===== src/can_filter_pkg.sv =====
// Purpose: Shared constants for the CAN status, flag, filter and prescaler block
// Assumes: Registers are 8 bits wide, each in one aligned 32-bit APB word
// Notes:   Byte address of a register is four times its index
package can_filter_pkg;

	// ----------------------------------------
	// Register indices
	// ----------------------------------------
	localparam logic [7:0] IDX_COMMAND     = 8'h20;
	localparam logic [7:0] IDX_CONTROL     = 8'h21;
	localparam logic [7:0] IDX_STATUS      = 8'h22;
	localparam logic [7:0] IDX_IRQ_FLAGS   = 8'h23;
	localparam logic [7:0] IDX_ACCEPT_CODE = 8'h24;
	localparam logic [7:0] IDX_ACCEPT_MASK = 8'h25;
	localparam logic [7:0] IDX_BIT_TIMING  = 8'h26;
	localparam logic [7:0] IDX_TX_DATA     = 8'h2A;
	localparam logic [7:0] IDX_RX_ID       = 8'h2B;

	// ----------------------------------------
	// Control register fields
	// ----------------------------------------
	localparam int CTL_RESET_REQ = 0;
	localparam int CTL_RX_IE     = 1;
	localparam int CTL_TX_IE     = 2;
	localparam int CTL_ERR_IE    = 3;
	localparam int CTL_OVR_IE    = 4;
	localparam logic [7:0] CONTROL_RESET = 8'h01;

	// ----------------------------------------
	// Command register fields
	// ----------------------------------------
	localparam int CMD_TX_REQ    = 0;
	localparam int CMD_ABORT     = 1;
	localparam int CMD_RELEASE   = 2;
	localparam int CMD_CLR_OVR   = 3;
	localparam int CMD_SLEEP     = 4;
	localparam logic [7:0] COMMAND_READ = 8'hFF;

	// ----------------------------------------
	// Status register fields
	// ----------------------------------------
	localparam int ST_RX_FULL  = 0;
	localparam int ST_OVERRUN  = 1;
	localparam int ST_TX_REL   = 2;
	localparam int ST_TX_DONE  = 3;
	localparam int ST_RX_ACT   = 4;
	localparam int ST_TX_ACT   = 5;
	localparam int ST_ERR      = 6;
	localparam int ST_BUS_OFF  = 7;

	// ----------------------------------------
	// Interrupt flag register fields
	// ----------------------------------------
	localparam int IF_RX   = 0;
	localparam int IF_TX   = 1;
	localparam int IF_ERR  = 2;
	localparam int IF_OVR  = 3;
	localparam int IF_WAKE = 4;

	// ----------------------------------------
	// Bit timing fields and reset values
	// ----------------------------------------
	localparam int BT_PRESC_LSB = 0;
	localparam int BT_PRESC_W   = 6;
	localparam int BT_SJW_LSB   = 6;
	localparam int BT_SJW_W     = 2;
	localparam logic [7:0] CONFIG_RESET = 8'h00;
	localparam logic [7:0] ZERO_BYTE    = 8'h00;

endpackage


===== src/can_status_irq_accept_filter.sv =====
// Purpose: Status, read-to-clear flags, acceptance filter and time quantum prescaler of a CAN controller
// Assumes: Protocol engine events arrive as one-cycle pulses on this clock; bus_activity is a raw pin
// Notes:   APB slave answers with pready on the second access cycle
//
// Notes on behaviour
// - While transmit buffer is locked, CPU writes to it are silently dropped.
// - Message arriving with both receive buffers full sets overrun and is dropped.
// - Overrun flag clears only on a write of the clear overrun command.
// - An outgoing frame needs a receive buffer, so transmission may cause overrun.
// - Receive full sets on a new accepted message, clears on release command.
// - On release, a waiting second buffer goes to CPU and full sets again.
// - Interrupt flag register is read only; reading it clears every flag.
// - Bus activity while asleep clears sleep, then sets wake flag.
// - Overrun sets overrun interrupt flag when enabled; read or reset request clears.
// - Error or bus status change sets error flag when enabled; read clears.
// - End of transmission sets transmit flag when released and enabled.
// - Receive flag sets together with receive full when enabled.
// - Only messages passing the filter are signalled to the CPU.
// - Filter compares the eight code bits with identifier bits ten to three.
// - Clear mask bit demands equality; set mask bit is don't-care.
// - Accepted message stored into a free buffer, else overrun signalled.
// - Code, mask and timing registers are reachable only under reset request.
// - Jump width in quanta equals field plus one, one to four.
// - Time quantum divides the clock by prescaler field plus one.
// - Reset request holds the controller in reset; clearing it resumes operation.
// - Release command bit clears itself when a message is received.
`timescale 1ns/1ps
`default_nettype none

module can_status_irq_accept_filter (
	input  wire logic        clock,
	input  wire logic        rst_n,
	input  wire logic        psel,
	input  wire logic        penable,
	input  wire logic        pwrite,
	input  wire logic [7:0]  paddr,
	input  wire logic [31:0] pwdata,
	output var  logic [31:0] prdata,
	output var  logic        pready,
	output var  logic        pslverr,
	input  wire logic        bus_activity,
	input  wire logic        rx_frame_done,
	input  wire logic [7:0]  rx_frame_id,
	input  wire logic        tx_frame_start,
	input  wire logic        tx_frame_done,
	input  wire logic        tx_active,
	input  wire logic        rx_active,
	input  wire logic        error_status,
	input  wire logic        bus_off_status,
	output var  logic        core_reset,
	output var  logic        sleep_mode,
	output var  logic        tx_request,
	output var  logic        tx_abort,
	output var  logic [7:0]  tx_data,
	output var  logic        tq_tick,
	output var  logic [2:0]  sjw_quanta
);

	// ----------------------------------------
	// Helpers
	// ----------------------------------------
	// Filter match over the eight identifier bits
	function automatic logic filter_pass(input logic [7:0] id, input logic [7:0] code, input logic [7:0] mask);
		filter_pass = &((~(id ^ code)) | mask);
	endfunction

	// Address decode of one register index
	function automatic logic hit(input logic [7:0] addr, input logic [7:0] idx);
		hit = (addr[1:0] == 2'b00) && (addr[7:2] == idx[5:0]);
	endfunction

	// ----------------------------------------
	// Reset release and pin synchroniser
	// ----------------------------------------
	logic       rst_meta_reg;
	logic       rst_sync_reg;
	logic       act_meta_reg;
	logic       act_sync_reg;

	always_ff @(posedge clock or negedge rst_n) begin
		if (!rst_n) begin
			rst_meta_reg <= 1'b0;
			rst_sync_reg <= 1'b0;
		end else begin
			rst_meta_reg <= 1'b1;
			rst_sync_reg <= rst_meta_reg;
		end
	end

	wire logic srst_n = rst_sync_reg;

	always_ff @(posedge clock or negedge srst_n) begin
		if (!srst_n) begin
			act_meta_reg <= 1'b0;
			act_sync_reg <= 1'b0;
		end else begin
			act_meta_reg <= bus_activity;
			act_sync_reg <= act_meta_reg;
		end
	end

	// ----------------------------------------
	// APB slave
	// ----------------------------------------
	logic        do_access;
	logic        do_write;
	logic        do_read;
	logic [7:0]  wbyte;
	logic        known;
	logic [7:0]  rd_val;

	logic [7:0]  control_reg;
	logic [7:0]  accept_code_reg;
	logic [7:0]  accept_mask_reg;
	logic [7:0]  bit_timing_zero_reg;
	logic [7:0]  irq_flags_reg;
	logic [7:0]  status_view;
	logic [7:0]  rx_id_view;

	wire logic reset_request = control_reg[can_filter_pkg::CTL_RESET_REQ];

	assign do_access = psel && penable && pready;
	assign do_write  = do_access && pwrite;
	assign do_read   = do_access && !pwrite;
	assign wbyte     = pwdata[7:0];

	always_comb begin
		known  = 1'b1;
		rd_val = can_filter_pkg::ZERO_BYTE;
		if (hit(paddr, can_filter_pkg::IDX_COMMAND)) begin
			rd_val = can_filter_pkg::COMMAND_READ;
		end else if (hit(paddr, can_filter_pkg::IDX_CONTROL)) begin
			rd_val = control_reg;
		end else if (hit(paddr, can_filter_pkg::IDX_STATUS)) begin
			rd_val = status_view;
		end else if (hit(paddr, can_filter_pkg::IDX_IRQ_FLAGS)) begin
			rd_val = irq_flags_reg;
		end else if (hit(paddr, can_filter_pkg::IDX_ACCEPT_CODE)) begin
			rd_val = reset_request ? accept_code_reg : can_filter_pkg::ZERO_BYTE;
		end else if (hit(paddr, can_filter_pkg::IDX_ACCEPT_MASK)) begin
			rd_val = reset_request ? accept_mask_reg : can_filter_pkg::ZERO_BYTE;
		end else if (hit(paddr, can_filter_pkg::IDX_BIT_TIMING)) begin
			rd_val = reset_request ? bit_timing_zero_reg : can_filter_pkg::ZERO_BYTE;
		end else if (hit(paddr, can_filter_pkg::IDX_TX_DATA)) begin
			rd_val = tx_data;
		end else if (hit(paddr, can_filter_pkg::IDX_RX_ID)) begin
			rd_val = rx_id_view;
		end else begin
			known = 1'b0;
		end
	end

	// Answer comes on the second access cycle
	always_ff @(posedge clock or negedge srst_n) begin
		if (!srst_n) begin
			pready  <= 1'b0;
			pslverr <= 1'b0;
			prdata  <= 32'h0000_0000;
		end else begin
			pready  <= psel && penable && !pready;
			pslverr <= psel && penable && !pready && !known;
			if (psel && penable && !pready && !pwrite) begin
				prdata <= {24'h00_0000, rd_val};
			end
		end
	end

	// ----------------------------------------
	// Register write strobes
	// ----------------------------------------
	wire logic wr_command = do_write && hit(paddr, can_filter_pkg::IDX_COMMAND) && !reset_request;
	wire logic wr_control = do_write && hit(paddr, can_filter_pkg::IDX_CONTROL);
	wire logic wr_config  = do_write && reset_request;
	wire logic rd_flags   = do_read && hit(paddr, can_filter_pkg::IDX_IRQ_FLAGS);

	wire logic cmd_tx_req  = wr_command && wbyte[can_filter_pkg::CMD_TX_REQ];
	wire logic cmd_abort   = wr_command && wbyte[can_filter_pkg::CMD_ABORT];
	wire logic cmd_release = wr_command && wbyte[can_filter_pkg::CMD_RELEASE];
	wire logic cmd_clr_ovr = wr_command && wbyte[can_filter_pkg::CMD_CLR_OVR];

	always_ff @(posedge clock or negedge srst_n) begin
		if (!srst_n) begin
			control_reg <= can_filter_pkg::CONTROL_RESET;
		end else if (wr_control) begin
			control_reg <= {3'b000, wbyte[4:0]};
		end
	end

	always_ff @(posedge clock or negedge srst_n) begin
		if (!srst_n) begin
			accept_code_reg     <= can_filter_pkg::CONFIG_RESET;
			accept_mask_reg     <= can_filter_pkg::CONFIG_RESET;
			bit_timing_zero_reg <= can_filter_pkg::CONFIG_RESET;
		end else if (wr_config) begin
			if (hit(paddr, can_filter_pkg::IDX_ACCEPT_CODE)) begin
				accept_code_reg <= wbyte;
			end
			if (hit(paddr, can_filter_pkg::IDX_ACCEPT_MASK)) begin
				accept_mask_reg <= wbyte;
			end
			if (hit(paddr, can_filter_pkg::IDX_BIT_TIMING)) begin
				bit_timing_zero_reg <= wbyte;
			end
		end
	end

	always_ff @(posedge clock or negedge srst_n) begin
		if (!srst_n) begin
			core_reset <= 1'b1;
		end else begin
			core_reset <= reset_request;
		end
	end

	// ----------------------------------------
	// Transmit buffer and status
	// ----------------------------------------
	logic tx_released_reg;
	logic tx_complete_reg;

	always_ff @(posedge clock or negedge srst_n) begin
		if (!srst_n) begin
			tx_released_reg <= 1'b1;
			tx_complete_reg <= 1'b1;
			tx_request      <= 1'b0;
			tx_abort        <= 1'b0;
		end else begin
			tx_request <= cmd_tx_req && tx_released_reg;
			tx_abort   <= cmd_abort && !tx_released_reg;
			if (reset_request) begin
				tx_released_reg <= 1'b1;
			end else if (tx_frame_done) begin
				tx_released_reg <= 1'b1;
				tx_complete_reg <= 1'b1;
			end else if (cmd_tx_req) begin
				tx_released_reg <= 1'b0;
				tx_complete_reg <= 1'b0;
			end else if (cmd_abort && !tx_active) begin
				tx_released_reg <= 1'b1;
			end
		end
	end

	always_ff @(posedge clock or negedge srst_n) begin
		if (!srst_n) begin
			tx_data <= can_filter_pkg::ZERO_BYTE;
		end else if (do_write && hit(paddr, can_filter_pkg::IDX_TX_DATA) && tx_released_reg) begin
			tx_data <= wbyte;
		end
	end

	// ----------------------------------------
	// Double receive buffer
	// ----------------------------------------
	logic [7:0] rx_id_mem [0:1];
	logic [1:0] rx_count_reg;
	logic       rx_head_reg;
	logic       overrun_reg;
	logic       release_cmd_reg;
	logic       accepted;
	logic       store_ok;
	logic       overrun_event;
	logic       new_to_cpu;
	logic [1:0] count_after_rel;
	logic       head_after_rel;

	assign accepted = rx_frame_done && !reset_request
		&& filter_pass(rx_frame_id, accept_code_reg, accept_mask_reg);

	always_comb begin
		count_after_rel = rx_count_reg;
		head_after_rel  = rx_head_reg;
		if (cmd_release && rx_count_reg != 2'd0) begin
			count_after_rel = rx_count_reg - 2'd1;
			head_after_rel  = !rx_head_reg;
		end
	end

	assign store_ok      = accepted && count_after_rel != 2'd2;
	assign overrun_event = !reset_request
		&& ((accepted || tx_frame_start) && count_after_rel == 2'd2);
	assign new_to_cpu    = (store_ok && count_after_rel == 2'd0)
		|| (cmd_release && rx_count_reg == 2'd2);

	always_ff @(posedge clock or negedge srst_n) begin
		if (!srst_n) begin
			rx_count_reg <= 2'd0;
			rx_head_reg  <= 1'b0;
		end else if (reset_request) begin
			rx_count_reg <= 2'd0;
			rx_head_reg  <= 1'b0;
		end else begin
			rx_head_reg <= head_after_rel;
			if (store_ok) begin
				rx_count_reg <= count_after_rel + 2'd1;
				rx_id_mem[head_after_rel ^ count_after_rel[0]] <= rx_frame_id;
			end else begin
				rx_count_reg <= count_after_rel;
			end
		end
	end

	assign rx_id_view = rx_id_mem[rx_head_reg];

	always_ff @(posedge clock or negedge srst_n) begin
		if (!srst_n) begin
			overrun_reg <= 1'b0;
		end else if (overrun_event) begin
			overrun_reg <= 1'b1;
		end else if (cmd_clr_ovr) begin
			overrun_reg <= 1'b0;
		end
	end

	always_ff @(posedge clock or negedge srst_n) begin
		if (!srst_n) begin
			release_cmd_reg <= 1'b0;
		end else if (store_ok) begin
			release_cmd_reg <= 1'b0;
		end else if (cmd_release) begin
			release_cmd_reg <= 1'b1;
		end
	end

	assign status_view = {bus_off_status, error_status, tx_active, rx_active,
		tx_complete_reg, tx_released_reg, overrun_reg, rx_count_reg != 2'd0};

	// ----------------------------------------
	// Sleep and wake-up
	// ----------------------------------------
	logic wake_pending_reg;

	always_ff @(posedge clock or negedge srst_n) begin
		if (!srst_n) begin
			sleep_mode       <= 1'b0;
			wake_pending_reg <= 1'b0;
		end else begin
			wake_pending_reg <= sleep_mode && act_sync_reg;
			if (sleep_mode && act_sync_reg) begin
				sleep_mode <= 1'b0;
			end else if (wr_command) begin
				sleep_mode <= wbyte[can_filter_pkg::CMD_SLEEP];
			end
		end
	end

	// ----------------------------------------
	// Interrupt flags, read to clear
	// ----------------------------------------
	logic       err_prev_reg;
	logic       bus_prev_reg;
	logic [4:0] flag_set;
	logic [4:0] flag_bits_reg;

	always_ff @(posedge clock or negedge srst_n) begin
		if (!srst_n) begin
			err_prev_reg <= 1'b0;
			bus_prev_reg <= 1'b0;
		end else begin
			err_prev_reg <= error_status;
			bus_prev_reg <= bus_off_status;
		end
	end

	always_comb begin
		flag_set = 5'b00000;
		flag_set[can_filter_pkg::IF_RX]   = new_to_cpu && control_reg[can_filter_pkg::CTL_RX_IE];
		flag_set[can_filter_pkg::IF_TX]   = tx_frame_done && control_reg[can_filter_pkg::CTL_TX_IE];
		flag_set[can_filter_pkg::IF_ERR]  = control_reg[can_filter_pkg::CTL_ERR_IE]
			&& ((error_status != err_prev_reg) || (bus_off_status != bus_prev_reg));
		flag_set[can_filter_pkg::IF_OVR]  = overrun_event && control_reg[can_filter_pkg::CTL_OVR_IE];
		flag_set[can_filter_pkg::IF_WAKE] = wake_pending_reg;
	end

	generate
		for (genvar i = 0; i < 5; i++) begin : g_flag
			localparam bit RR_CLEARS = (i != can_filter_pkg::IF_ERR) && (i != can_filter_pkg::IF_WAKE);
			always_ff @(posedge clock or negedge srst_n) begin
				if (!srst_n) begin
					flag_bits_reg[i] <= 1'b0;
				end else if (flag_set[i]) begin
					flag_bits_reg[i] <= 1'b1;
				end else if (rd_flags || (RR_CLEARS && reset_request)) begin
					flag_bits_reg[i] <= 1'b0;
				end
			end
		end
	endgenerate

	assign irq_flags_reg = {3'b000, flag_bits_reg};

	// ----------------------------------------
	// Time quantum prescaler and jump width
	// ----------------------------------------
	logic [5:0] presc_cnt_reg;
	wire  logic [5:0] presc_field = bit_timing_zero_reg[can_filter_pkg::BT_PRESC_LSB +: can_filter_pkg::BT_PRESC_W];
	wire  logic [1:0] sjw_field   = bit_timing_zero_reg[can_filter_pkg::BT_SJW_LSB +: can_filter_pkg::BT_SJW_W];

	always_ff @(posedge clock or negedge srst_n) begin
		if (!srst_n) begin
			presc_cnt_reg <= 6'd0;
			tq_tick       <= 1'b0;
		end else if (reset_request) begin
			presc_cnt_reg <= 6'd0;
			tq_tick       <= 1'b0;
		end else if (presc_cnt_reg >= presc_field) begin
			presc_cnt_reg <= 6'd0;
			tq_tick       <= 1'b1;
		end else begin
			presc_cnt_reg <= presc_cnt_reg + 6'd1;
			tq_tick       <= 1'b0;
		end
	end

	always_ff @(posedge clock or negedge srst_n) begin
		if (!srst_n) begin
			sjw_quanta <= 3'd1;
		end else begin
			sjw_quanta <= {1'b0, sjw_field} + 3'd1;
		end
	end

endmodule

`default_nettype wire


===== config.mk =====
export PLATFORM = sky130hd
export DESIGN_NAME = can_status_irq_accept_filter
export DESIGN_NICKNAME = d
export VERILOG_FILES = /design/src/can_filter_pkg.sv /design/src/can_status_irq_accept_filter.sv
export SDC_FILE = /design/constraint.sdc
export NUM_CORES = 1
export LEC_CHECK = 0
export ABC_CLOCK_PERIOD_IN_PS = 3200
export BUFFER_PORTS_ARGS = -buffer_cell sky130_fd_sc_hd__buf_4
export CAP_MARGIN = 20
export CORE_AREA = 2 2 99 101
export DETAILED_ROUTE_END_ITERATION = 10
export DIE_AREA = 0 0 101 103
export GPL_TIMING_DRIVEN = 0
export PLACE_DENSITY = 0.79
export SETUP_SLACK_MARGIN = 0.5
export SYNTH_ARGS = -nofsm -noshare
export SYNTH_HDL_FRONTEND = slang
export SYNTH_SLANG_ARGS = --single-unit

===== constraint.sdc =====
create_clock -name clock -period 3.2 [get_ports clock]
set_clock_uncertainty 0.15 [all_clocks]
set_input_delay 0.32 -clock clock [delete_from_list [all_inputs] [get_ports clock]]
set_output_delay 0.32 -clock clock [all_outputs]
set_load 0.05 [all_outputs]

==> qor.csv, run 1 <==
stage;metric;value;unit
outcome;run status;complete, no violations;
final_layout;max reg flops;16;
sta;fraction of the cycle the final worst path needs;80.5;%
final_layout;proportion of layout cells with a drive suffix above 1;28.3;%
final_layout;most used cells in the layout excluding fill and tap cells;sky130_fd_sc_hd__buf_4, sky130_fd_sc_hd__dfrtp_1, sky130_fd_sc_hd__a21oi_1, sky130_fd_sc_hd__nor2_1, sky130_fd_sc_hd__conb_1;
clocking;clock transition at the registers of the reported paths;0.10;ns
critical_path;slowest stage delay, CP;0.36;ns
yosys;number of flops mapped to enable cells by yosys;16;
sta;max-slew violation total from the final report;0;
clocking;H-Tree Level Count;3;
clocking;TritonCTS buffer count;9;
route;Iter 0 DRT Violations;236;
die;count of boundary I/O pins;111;
route;routed wire length;13400;um
clocking;number of clock sinks;95;
flow_run;max cap viols;0;
critical_path;crit path capture type;register;
route;Pre-Repair DR Iteration Count;5;
yosys;async set or reset register ratio after synthesis;83.2;%
final_layout;Area Overhead vs Synth;22.2;%
final_layout;core utilization of the finished layout;63.8;%
final_layout;Final Instance Count excl. Fillers;676;
placed_design;cell area after placement;0.00568;sq mm
grt;GR Overflow Total;0;
power_and_ir_drop;worst supply voltage drop on vdd;269;uV
route;ratio of routed vias to standard cells;5.84;
die;Initial Utilization;52.3;%
clocking;clock root cell;sky130_fd_sc_hd__clkbuf_8;
final_layout;most common library cell in the layout ignoring fill and taps;sky130_fd_sc_hd__buf_4;
sta;setup repair after global routing missed its margin;false;
critical_path;critical path cell sequence;inv_1, ha_1, nor3b_2, and4_1, buf_2, xnor2_1, ha_1, inv_2, and2_4, and3_4;
yosys;Synth Register Bits;95;
grt;largest net degree at the start of global routing;71;
placed_design;instance count after placement with tap cells included;646;
clocking;clock latency of the later-clocked register in the worst-skew pair;0.37;ns
yosys;unique cell type count in the Yosys netlist;68;
sta;worst-margin pin slew;0.979;ns
sta;Setup Viol. Count Final;0;
yosys;synthesized area;0.00494;sq mm
clocking;Bufs on Longest Clock Path;2;
die;cell row count;36;
hold_path;worst min-delay path category;input pin to register;
route;number of nets with antenna violations after detailed routing;0;
grt;initial antenna violation count;0;
grt;global-route wire length before repair;20700;um
critical_path;library cell appearing most often on the critical path;sky130_fd_sc_hd__ha_1;
critical_path;Max stage delay cell, worst path;sky130_fd_sc_hd__dfrtp_1;
die;overall die width;101;um
sta;setup total negative slack;0;ns
placed_design;number of buffers inserted by port buffering;61;
power_and_ir_drop;cell leakage power;2.74;nW
final_layout;Design Area, Final;0.00604;sq mm
sta;Max-Slew Margin vs Limit;34.1;%
placed_design;Final Wtd Congestion;0.979;
yosys;cell count after synthesis;445;
die;chip height;103;um
route;Routed wire per std cell;19.9;um
placed_design;Detail Placement HPWL;9890;um
critical_path;Data arrival, critical path;2.51;ns
sta;Max Clk Rate;388;MHz
critical_path;Critical Path Start Type;register;
die;die area;0.0104;sq mm
route;# DRC;0;
grt;GRT Overall Usage;27.1;%
final_layout;diode count;0;
final_layout;final-stage net count;630;
power_and_ir_drop;cell area power density;411;mW/mm^2
yosys;Yosys warning total;0;
critical_path;Crit Path Max Fanout;8;
critical_path;type of the worst setup path;register to register;
die;area of the core;0.00946;sq mm
yosys;Most used DFF post-synth;sky130_fd_sc_hd__dfrtp_1;
critical_path;required time of the critical path;3.13;ns
placed_design;worst setup timing slack at the placement stage;0.0925;ns
clocking;CTS tree;done;
yosys;mean cell area of the mapped netlist;11.1;sq um
yosys;proportion of synthesized chip area in sequential cells;49.8;%
sta;minimum clock period after layout;2.58;ns
sta;Worst Setup Slack, final;0.625;ns
sta;number of hold-slack violations in the final timing report;0;
route;total number of vias;3945;
grt;via count of the first global-routing pass;3881;
-- final timing paths --
path                                      start  cells after the start                 end  slack [ns]
min in group asynchronous          rst_sync_reg                      0  accept_code_reg[7]        0.02
worst min-delay path              tx_frame_done                      2     tx_released_reg       0.009
worst min register to register     rst_sync_reg                      0  accept_code_reg[7]        0.02
max in group asynchronous          rst_sync_reg                      1     tx_complete_reg        2.23
worst max register to register  rx_count_reg[0]                     10     rx_id_mem[0][3]        0.62
worst max-delay path            rx_count_reg[0]                     10     rx_id_mem[0][3]        0.62
-- cell type report --
class / count / area (sq um)
plain buffers: 41 / 263
clock buffers: 10 / 128
clock inverters: 6 / 73.8
fillers: 795 / 3420
inverters: 24 / 90.1
multi-input cells: 308 / 2240
flip-flops and latches: 95 / 2470
well taps: 114 / 143
repair buffers: 78 / 633
-- worst max-delay path, delay by kind of cell, from the launching register on --
kind	cells	cell delay (ns)
DFF	1	0.36
xor gates and xnor gates	1	0.13
buffers and inverters	3	0.33
adders and majority gates	2	0.51
and+or+nand+nor	4	0.81
-- logic make-up (layout without fill, tap and decap cells) --
family | count (synthesis) | after routing | share of synthesized area [%]
XOR/XNOR | 17 | 17 | 3.01
AO/OA/AOI/OAI | 94 | 94 | 12.6
multiplexers | 47 | 47 | 11.1
other | 2 | 25 | 0.152
buffers and inverters | 65 | 159 | 7.09
adder cells (fa/ha/maj) | 12 | 12 | 3.04
flip-flops | 95 | 95 | 49.8
AND/OR/NAND/NOR | 113 | 113 | 13.2
-- per-layer routing --
metal / global-route usage, % / up-vias / part of all wire (%)
met1: 35.0 / 1900 / 42
met3: 5.63 / 45 / 7.5
met2: 43.5 / 209 / 47
met4: 13.5 / 0 / 4.0
li1: - / 1791 / -
met5: 0 / - / 0
-- synthesized netlist by cell type (2+ instances only) --
| master | count | area [sq um] |
|---|---|---|
| sky130_fd_sc_hd__a21o_1 | 3 | 22.5 |
| sky130_fd_sc_hd__and4b_1 | 2 | 20.0 |
| sky130_fd_sc_hd__conb_1 | 2 | 7.51 |
| sky130_fd_sc_hd__nor4_4 | 2 | 42.5 |
| sky130_fd_sc_hd__o21ai_0 | 15 | 75.1 |
| sky130_fd_sc_hd__buf_4 | 24 | 180 |
| sky130_fd_sc_hd__mux2_2 | 16 | 180 |
| sky130_fd_sc_hd__nor4_2 | 2 | 25.0 |
| sky130_fd_sc_hd__nor2_1 | 26 | 97.6 |
| sky130_fd_sc_hd__o211ai_1 | 2 | 15.0 |
| sky130_fd_sc_hd__buf_1 | 4 | 15.0 |
| sky130_fd_sc_hd__a21oi_1 | 25 | 125 |
| sky130_fd_sc_hd__dfstp_2 | 5 | 131 |
| sky130_fd_sc_hd__o22ai_1 | 7 | 43.8 |
| sky130_fd_sc_hd__nor3b_1 | 2 | 15.0 |
| sky130_fd_sc_hd__nand2b_1 | 5 | 31.3 |
| sky130_fd_sc_hd__nand2_1 | 20 | 75.1 |
| sky130_fd_sc_hd__and4_1 | 2 | 17.5 |
| sky130_fd_sc_hd__and2_1 | 4 | 25.0 |
| sky130_fd_sc_hd__inv_1 | 23 | 86.3 |
| sky130_fd_sc_hd__o221ai_1 | 2 | 17.5 |
| sky130_fd_sc_hd__nand4_1 | 7 | 43.8 |
| sky130_fd_sc_hd__and3_1 | 4 | 25.0 |
| sky130_fd_sc_hd__o22a_1 | 2 | 17.5 |
| sky130_fd_sc_hd__clkbuf_1 | 10 | 37.5 |
| sky130_fd_sc_hd__a21boi_0 | 2 | 15.0 |
| sky130_fd_sc_hd__nor3_1 | 7 | 35.0 |
| sky130_fd_sc_hd__mux2_1 | 13 | 146 |
| sky130_fd_sc_hd__mux2i_1 | 10 | 100 |
| sky130_fd_sc_hd__mux2_4 | 8 | 120 |
| sky130_fd_sc_hd__a31oi_1 | 5 | 31.3 |
| sky130_fd_sc_hd__edfxtp_1 | 16 | 480 |
| sky130_fd_sc_hd__nand3_1 | 10 | 50.1 |
| sky130_fd_sc_hd__nor4_1 | 7 | 43.8 |
| sky130_fd_sc_hd__a211oi_1 | 11 | 82.6 |
| sky130_fd_sc_hd__dfrtp_1 | 74 | 1850 |
| sky130_fd_sc_hd__xor2_1 | 7 | 61.3 |
| sky130_fd_sc_hd__or3_1 | 3 | 18.8 |
| sky130_fd_sc_hd__a221oi_1 | 4 | 35.0 |
| sky130_fd_sc_hd__ha_1 | 12 | 150 |
| sky130_fd_sc_hd__xnor2_1 | 10 | 87.6 |
| sky130_fd_sc_hd__a22o_1 | 3 | 26.3 |
| sky130_fd_sc_hd__buf_6 | 2 | 22.5 |
-- power breakdown --
group	leakage (nW)	internal, mW	switching [mW]
logic	1.45	0.126	0.248
clock network	0.103	0.376	0.459
registers	1.18	1.25	0.0206
-- metrics by stage --
step | hold slack, ns | power [mW]
2_1_floorplan | -0.126 | 1.53
3_3_place_gp | -0.0476 | 1.64
3_5_place_dp | -0.0460 | 1.65
4_1_cts | 0.00178 | 2.49
5_1_grt | 0.00459 | 2.58
6_report | 0.00895 | 2.48
-- repair_timing --
item | CTS | global route
pin swaps | 0 | 2
gates resized for setup | 4 | 5
endpoints found under the setup margin | 16 | 23
setup buffers | 1 | 1
hold buffers | 12 | 0
endpoints found under the hold margin | 20 | 0
(Power assumes the default switching activity.)
==> inputs of run 2 (changes only) <==
ABC_AREA = 1   (was not set)
ABC_CLOCK_PERIOD_IN_PS = 2600   (was 3200)
PLACE_DENSITY = 0.8   (was 0.79)
clock period = 2.6 ns   (was 3.2 ns; I/O delays follow)
==> run 2 against run 1 <==
  * Non-clock buffer count rose by 3
  * Sequential share of layout area decreased by 1.6 points
  * Cell area grew 4.0%
  * Utilization grew 2.6 points
  * Via count rose by 12%
  * Largest power group unchanged
==> qor.csv, run 2 <==
stage;metric;value;unit
sta;Worst Setup Slack, final;0.359;ns
clocking;clock latency of the later-clocked register in the worst-skew pair;0.38;ns
route;# DRC;0;
yosys;proportion of synthesized chip area in sequential cells;48.8;%
final_layout;max reg flops;16;
placed_design;Detail Placement HPWL;9840;um
route;ratio of routed vias to standard cells;5.21;
power_and_ir_drop;register share of total power;53.5;%
final_layout;proportion of layout cells with a drive suffix above 1;26.5;%
grt;via count of the first global-routing pass;4205;
sta;number of hold-slack violations in the final timing report;0;
placed_design;number of buffers inserted by port buffering;62;
critical_path;Max stage delay cell, worst path;sky130_fd_sc_hd__dfrtp_1;
power_and_ir_drop;cell leakage power;3.16;nW
yosys;Most used DFF post-synth;sky130_fd_sc_hd__dfrtp_1;
power_and_ir_drop;net switching power of the design;874;uW
grt;GR Overflow Total;0;
yosys;proportion of netlist area held by the largest area contributor;36.7;%
critical_path;Setup crit end;rx_id_mem[1][1];
die;area of the core;0.00946;sq mm
route;number of nets with antenna violations after detailed routing;0;
yosys;dominant cell by count in the synthesized netlist;sky130_fd_sc_hd__nand2_1;
route;Iter 0 DRT Violations;305;
critical_path;Critical Path Start Type;register;
placed_design;instance count after placement with tap cells included;804;
route;routed wire length;13300;um
yosys;synthesized area;0.00505;sq mm
hold_path;worst min-delay path category;register to async pin;
yosys;Synth Register Bits;95;
yosys;most frequent cells after synthesis;sky130_fd_sc_hd__nand2_1, sky130_fd_sc_hd__dfrtp_1, sky130_fd_sc_hd__inv_1;
final_layout;Final Instance Count excl. Fillers;846;
route;total number of vias;4404;
sta;Max Clk Rate;446;MHz
grt;initial antenna violation count;1;
yosys;cell count after synthesis;604;
critical_path;critical path cell sequence;inv_2, ha_2, inv_1, nand3_4, nand2_2, nand2_2, inv_2, ha_4, nor2_4, nand2_4, nor2_4, buf_12;
final_layout;Filler cells;798;
flow_run;max cap viols;0;
sta;setup repair after global routing missed its margin;true;
clocking;Bufs on Longest Clock Path;2;
die;chip height;103;um
clocking;clock transition at the registers of the reported paths;0.09;ns
clocking;CTS tree;done;
power_and_ir_drop;cell-internal power;2.08;mW
final_layout;most used cells in the layout excluding fill and tap cells;sky130_fd_sc_hd__nand2_1, sky130_fd_sc_hd__buf_4, sky130_fd_sc_hd__dfrtp_1;
grt;GRT Overall Usage;26.7;%
critical_path;Crit Path Max Fanout;8;
die;Initial Utilization;53.4;%
route;Routed wire per std cell;15.7;um
yosys;async set or reset register ratio after synthesis;83.2;%
critical_path;type of the worst setup path;register to register;
sta;worst-margin pin slew;0.634;ns
final_layout;most common library cell in the layout ignoring fill and taps;sky130_fd_sc_hd__nand2_1;
yosys;mean cell area of the mapped netlist;8.36;sq um
final_layout;Area Overhead vs Synth;24.4;%
die;overall die width;101;um
final_layout;final-stage net count;800;
die;die area;0.0104;sq mm
critical_path;launching point of the worst reg2reg path;rx_count_reg[0];
final_layout;flip-flop and latch area;0.00247;sq mm
placed_design;Final Wtd Congestion;0.919;
clocking;number of clock sinks;95;
final_layout;Design Area, Final;0.00628;sq mm
yosys;cell type with the highest aggregate area in the netlist;sky130_fd_sc_hd__dfrtp_1;
final_layout;multi-input combinational cell area;0.00223;sq mm
critical_path;end of the worst register-to-register path;rx_id_mem[1][1];
clocking;clock root cell;sky130_fd_sc_hd__clkbuf_8;
power_and_ir_drop;worst supply voltage drop on vdd;347;uV
critical_path;Data arrival, critical path;2.18;ns
critical_path;slowest stage delay, CP;0.42;ns
route;Pre-Repair DR Iteration Count;5;
sta;fraction of the cycle the final worst path needs;86.2;%
placed_design;worst setup timing slack at the placement stage;-0.134;ns
die;cell row count;36;
grt;global-route wire length before repair;20800;um
sta;Setup Viol. Count Final;0;
yosys;unique cell type count in the Yosys netlist;38;
power_and_ir_drop;combinational group share of total power;17.3;%
yosys;Yosys warning total;0;
grt;largest net degree at the start of global routing;72;
clocking;TritonCTS buffer count;9;
critical_path;beginning of the critical path;rx_count_reg[0];
power_and_ir_drop;cell area power density;470;mW/mm^2
outcome;run status;complete, no violations;
sta;minimum clock period after layout;2.24;ns
critical_path;required time of the critical path;2.54;ns
placed_design;cell area after placement;0.00581;sq mm
clocking;H-Tree Level Count;3;
yosys;dominant cells by area after synthesis;sky130_fd_sc_hd__dfrtp_1, sky130_fd_sc_hd__nand2_1, sky130_fd_sc_hd__edfxtp_1;
die;count of boundary I/O pins;111;
critical_path;crit path capture type;register;
final_layout;core utilization of the finished layout;66.4;%
power_and_ir_drop;switching portion of total power;29.6;%
critical_path;path depth of the worst reg2reg path;12;
sta;Max-Slew Margin vs Limit;57.7;%
final_layout;diode count;0;
critical_path;R2R setup slack;0.36;ns
sta;max-slew violation total from the final report;0;
yosys;number of flops mapped to enable cells by yosys;16;
power_and_ir_drop;fraction of power consumed by the clock network;29.1;%
## run 2: cell count changes after synthesis, moves of 13 or more
cell / change
sky130_fd_sc_hd__mux2_1: -13
sky130_fd_sc_hd__nor2_1: +17
sky130_fd_sc_hd__a21oi_1: -16
sky130_fd_sc_hd__o21ai_2: +17
sky130_fd_sc_hd__inv_1: +45
sky130_fd_sc_hd__mux2_2: -16
sky130_fd_sc_hd__nand2_1: +171
## run 2: area by class of cell
| cell class | count | share of cell area (%) |
|---|---|---|
| Multi-Input combinational cell | 423 | 35.6 |
| Clock buffer | 13 | 2.21 |
| Timing Repair Buffer | 89 | 11.9 |
| Tap cell | 114 | 2.27 |
| Buffer | 33 | 3.90 |
| Sequential cell | 95 | 39.3 |
| Clock inverter | 3 | 0.339 |
| Inverter | 76 | 4.54 |
## run 2: worst min-delay path by stage
stage | endpoint | from | slack [ns]
floorplan | rst_meta_reg | rst_n | -0.19
global placement | rst_meta_reg | rst_n | -0.11
detailed placement | rst_meta_reg | rst_n | -0.11
CTS | rst_sync_reg | rst_n | 0.02
global route | bit_timing_zero_reg[7] | rst_sync_reg | 0.02
finish | sjw_quanta[1] | rst_sync_reg | 0.009
## run 2: metrics by stage
step / TNS [ns] / hold slack (ns) / total power, mW
global route: 0 / 0.0213 / 3.07
global placement: -2.23 / -0.108 / 2.06
finish: 0 / 0.00900 / 2.96
CTS: 0 / 0.0156 / 2.95
floorplan: 0 / -0.186 / 1.93
detailed placement: -2.04 / -0.106 / 2.08
## run 2: critical path, delay by kind of cell (launching register included)
| family | cells | cell delay [ns] |
|---|---|---|
| AND/OR/NAND/NOR | 6 | 0.60 |
| flip-flops | 1 | 0.42 |
| buffers and inverters | 4 | 0.41 |
| adder cells (fa/ha/maj) | 2 | 0.38 |
## run 2: kinds of logic after synthesis
family	synth area share [%]
adder cells (fa/ha/maj)	2.97
XOR/XNOR	1.39
flip-flops	48.8
other	0.149
AO/OA/AOI/OAI	8.97
AND/OR/NAND/NOR	27.3
buffers and inverters	10.5
## run 2: metal layers
| layer | part of all wire, % | track usage (%) | routed length, um |
|---|---|---|---|
| met2 | 49 | 45.2 | 6570 |
| met4 | 2.7 | 10.9 | 356 |
| met3 | 5.9 | 4.75 | 784 |
| met5 | 0.053 | 0 | 7 |
| met1 | 42 | 34.2 | 5560 |
## run 2: what timing repair did
action,4_1_cts,5_1_grt
setup endpoints to repair,19,28
endpoints found under the hold margin,24,0
hold buffers,13,0
buffers inserted,11,2
resized for setup,2,14
pin swaps,9,5
## run 2: power by group through the flow
stage / combinational (mW) / clock, mW / sequential, mW
floorplan: 0.221 / 0 / 1.71
global placement: 0.435 / 0 / 1.63
detailed placement: 0.471 / 0 / 1.61
CTS: 0.499 / 0.870 / 1.58
global route: 0.551 / 0.929 / 1.59
finish: 0.512 / 0.860 / 1.58
==> inputs of run 3 (changes only) <==
--- a/config.mk
+++ b/config.mk
@@ -16,3 +16,3 @@
 export PLACE_DENSITY = 0.8
-export SETUP_SLACK_MARGIN = 0.5
+export SETUP_SLACK_MARGIN = 0.1
 export SYNTH_ARGS = -nofsm -noshare
--- a/constraint.sdc
+++ b/constraint.sdc
@@ -4,2 +4,2 @@
 set_output_delay 0.26 -clock clock [all_outputs]
-set_load 0.05 [all_outputs]
+set_load 0.01 [all_outputs]
==> run 3 against run 2 <==
  * First-iteration DRC count down 11%
  * Via count down 1.6%
  * Fmax shrank 5.1%
  * Global-route usage down 0.83 points
  * Routed wire length decreased by 4.0%
  * Total power down 0.81%
  * Clock power increased by 17%
  * Cell count shrank 0.83%
  * Die area is the same
  * Critical path depth is 1 lower
  * Combinational power down 32%
  * Critical path type unchanged
  * Highest routed layer is now met4
==> qor.csv, run 3 (synthesized netlist as in run 2, its figures left out) <==
stage;metric;value;unit
final_layout;multi-input combinational cell area;0.00218;sq mm
route;Pre-Repair DR Iteration Count;5;
final_layout;proportion of layout cells with a drive suffix above 1;24.7;%
grt;GRT Overall Usage;25.9;%
die;chip height;103;um
route;Iter 0 DRT Violations;271;
power_and_ir_drop;register share of total power;53.9;%
final_layout;most used cells in the layout excluding fill and tap cells;sky130_fd_sc_hd__nand2_1, sky130_fd_sc_hd__buf_4, sky130_fd_sc_hd__dfrtp_1;
clocking;H-Tree Level Count;3;
die;die area;0.0104;sq mm
final_layout;Design Area, Final;0.00619;sq mm
critical_path;required time of the critical path;2.51;ns
final_layout;most common library cell in the layout ignoring fill and taps;sky130_fd_sc_hd__nand2_1;
power_and_ir_drop;switching portion of total power;25.2;%
clocking;clock transition at the registers of the reported paths;0.09;ns
critical_path;Critical Path Start Type;register;
power_and_ir_drop;cell leakage power;3.13;nW
power_and_ir_drop;overall power after layout;2.93;mW
power_and_ir_drop;fraction of power consumed by the clock network;34.3;%
die;overall die width;101;um
final_layout;flip-flop and latch area;0.00247;sq mm
power_and_ir_drop;cell-internal power;2.19;mW
sta;number of hold-slack violations in the final timing report;0;
route;ratio of routed vias to standard cells;5.16;
final_layout;Area Overhead vs Synth;22.6;%
power_and_ir_drop;cell area power density;473;mW/mm^2
grt;global-route wire length before repair;20600;um
final_layout;Filler cells;792;
grt;initial antenna violation count;0;
sta;Max-Slew Margin vs Limit;63.6;%
power_and_ir_drop;worst supply voltage drop on vdd;380;uV
route;total number of vias;4332;
placed_design;Detail Placement HPWL;9800;um
route;routed wire length;12700;um
critical_path;Crit Path Max Fanout;8;
critical_path;crit path capture type;register;
die;count of boundary I/O pins;111;
grt;via count of the first global-routing pass;4091;
die;area of the core;0.00946;sq mm
sta;minimum clock period after layout;2.36;ns
sta;Setup Viol. Count Final;0;
clocking;TritonCTS buffer count;9;
sta;max-slew violation total from the final report;0;
sta;Max Clk Rate;423;MHz
flow_run;max cap viols;0;
sta;fraction of the cycle the final worst path needs;90.8;%
route;Routed wire per std cell;15.2;um
power_and_ir_drop;net switching power of the design;740;uW
clocking;clock root cell;sky130_fd_sc_hd__clkbuf_8;
final_layout;max reg flops;16;
placed_design;number of buffers inserted by port buffering;62;
critical_path;type of the worst setup path;register to register;
route;# DRC;0;
clocking;number of clock sinks;95;
outcome;run status;complete, no violations;
clocking;Bufs on Longest Clock Path;2;
sta;setup repair after global routing missed its margin;false;
placed_design;Final Wtd Congestion;0.918;
critical_path;Data arrival, critical path;2.27;ns
sta;worst-margin pin slew;0.545;ns
final_layout;final-stage net count;793;
clocking;clock latency of the later-clocked register in the worst-skew pair;0.38;ns
final_layout;diode count;0;
grt;GR Overflow Total;0;
die;cell row count;36;
hold_path;worst min-delay path category;input pin to register;
grt;largest net degree at the start of global routing;75;
route;number of nets with antenna violations after detailed routing;0;
die;Initial Utilization;53.4;%
placed_design;cell area after placement;0.00578;sq mm
power_and_ir_drop;combinational group share of total power;11.8;%
clocking;CTS tree;done;
[run 3: cell count changes in the layout (fill, tap and decap cells not counted), sizes merged]
| cell | previous run | this run |
|---|---|---|
| buf | 105 | 97 |
| bufinv | 0 | 1 |
| inv | 76 | 77 |
| clkinv | 2 | 3 |
| clkbuf | 17 | 14 |
| dlygate4sd3 | 13 | 14 |
[run 3: metrics by stage]
| stage | utilization, % | TNS (ns) | setup WS [ns] | std cells | hold WS (ns) |
|---|---|---|---|---|---|
| after floorplan | - | 0 | 0.0867 | 627 | -0.186 |
| after global placement | 60.8 | -9.33 | -0.584 | 803 | -0.108 |
| after detailed placement | 61.1 | -9.56 | -0.603 | 804 | -0.106 |
| after CTS | 65.3 | 0 | 0.112 | 837 | 0.0290 |
| after global routing | 65.5 | 0 | 0.0926 | 839 | 0.0295 |
| final | 65.5 | 0 | 0.238 | 839 | 0.0329 |
[run 3: layer usage]
layer / vias to the layer above / wire length, um / track usage (%)
li1: 2105 / - / -
met1: 2052 / 5350 / 34.3
met2: 155 / 6330 / 43.4
met3: 20 / 830 / 5.15
met4: 0 / 228 / 7.69
met5: - / 0 / 0
[run 3: final cells by class]
class / instances / share of cell area, %
repair buffers: 82 / 10.8
multi-input cells: 423 / 35.2
inverters: 76 / 4.61
clock inverters: 6 / 1.11
flip-flops and latches: 95 / 39.8
well taps: 114 / 2.30
clock buffers: 10 / 2.22
plain buffers: 33 / 3.92
[run 3: worst paths after layout]
| kind | from | to | slack [ns] | cells past startpoint |
|---|---|---|---|---|
| setup / recovery | rx_count_reg[0] | rx_id_mem[0][0] | 0.24 | 11 |
| hold / removal | penable | pready | 0.03 | 3 |
| max in group asynchronous | rst_sync_reg | sjw_quanta[1] | 1.57 | 1 |
| min in group asynchronous | rst_n | rst_sync_reg | 0.05 | 2 |
| setup reg to reg | rx_count_reg[0] | rx_id_mem[0][0] | 0.24 | 11 |
| hold reg to reg | rst_sync_reg | sjw_quanta[0] | 0.14 | 0 |
[run 3: timing repair]
| item | CTS | global route |
|---|---|---|
| endpoints found under the hold margin | 27 | 0 |
| setup buffers | 3 | 2 |
| pin swaps | 6 | 5 |
| gates resized for setup | 7 | 1 |
| endpoints found under the setup margin | 16 | 16 |
| hold buffers | 14 | 0 |
[run 3: power groups by stage]
| stage | sequential [mW] | combinational [mW] | clock, mW |
|---|---|---|---|
| floorplan | 1.63 | 0.156 | 0 |
| global placement | 1.63 | 0.286 | 0 |
| detailed placement | 1.61 | 0.321 | 0 |
| CTS | 1.58 | 0.344 | 1.02 |
| global route | 1.59 | 0.384 | 1.09 |
| finish | 1.58 | 0.346 | 1.01 |
[run 3: worst max-delay path, stage by stage (launching register included)]
cell and delay (ns):
sky130_fd_sc_hd__dfrtp_1 0.43, sky130_fd_sc_hd__inv_1 0.13, sky130_fd_sc_hd__ha_2 0.22, sky130_fd_sc_hd__inv_1 0.09, sky130_fd_sc_hd__nand3_2 0.12, sky130_fd_sc_hd__nand2_1 0.06
sky130_fd_sc_hd__nand2_1 0.09, sky130_fd_sc_hd__inv_2 0.05, sky130_fd_sc_hd__ha_1 0.23, sky130_fd_sc_hd__nor2_4 0.15, sky130_fd_sc_hd__nand2_4 0.09, sky130_fd_sc_hd__nor2_4 0.24
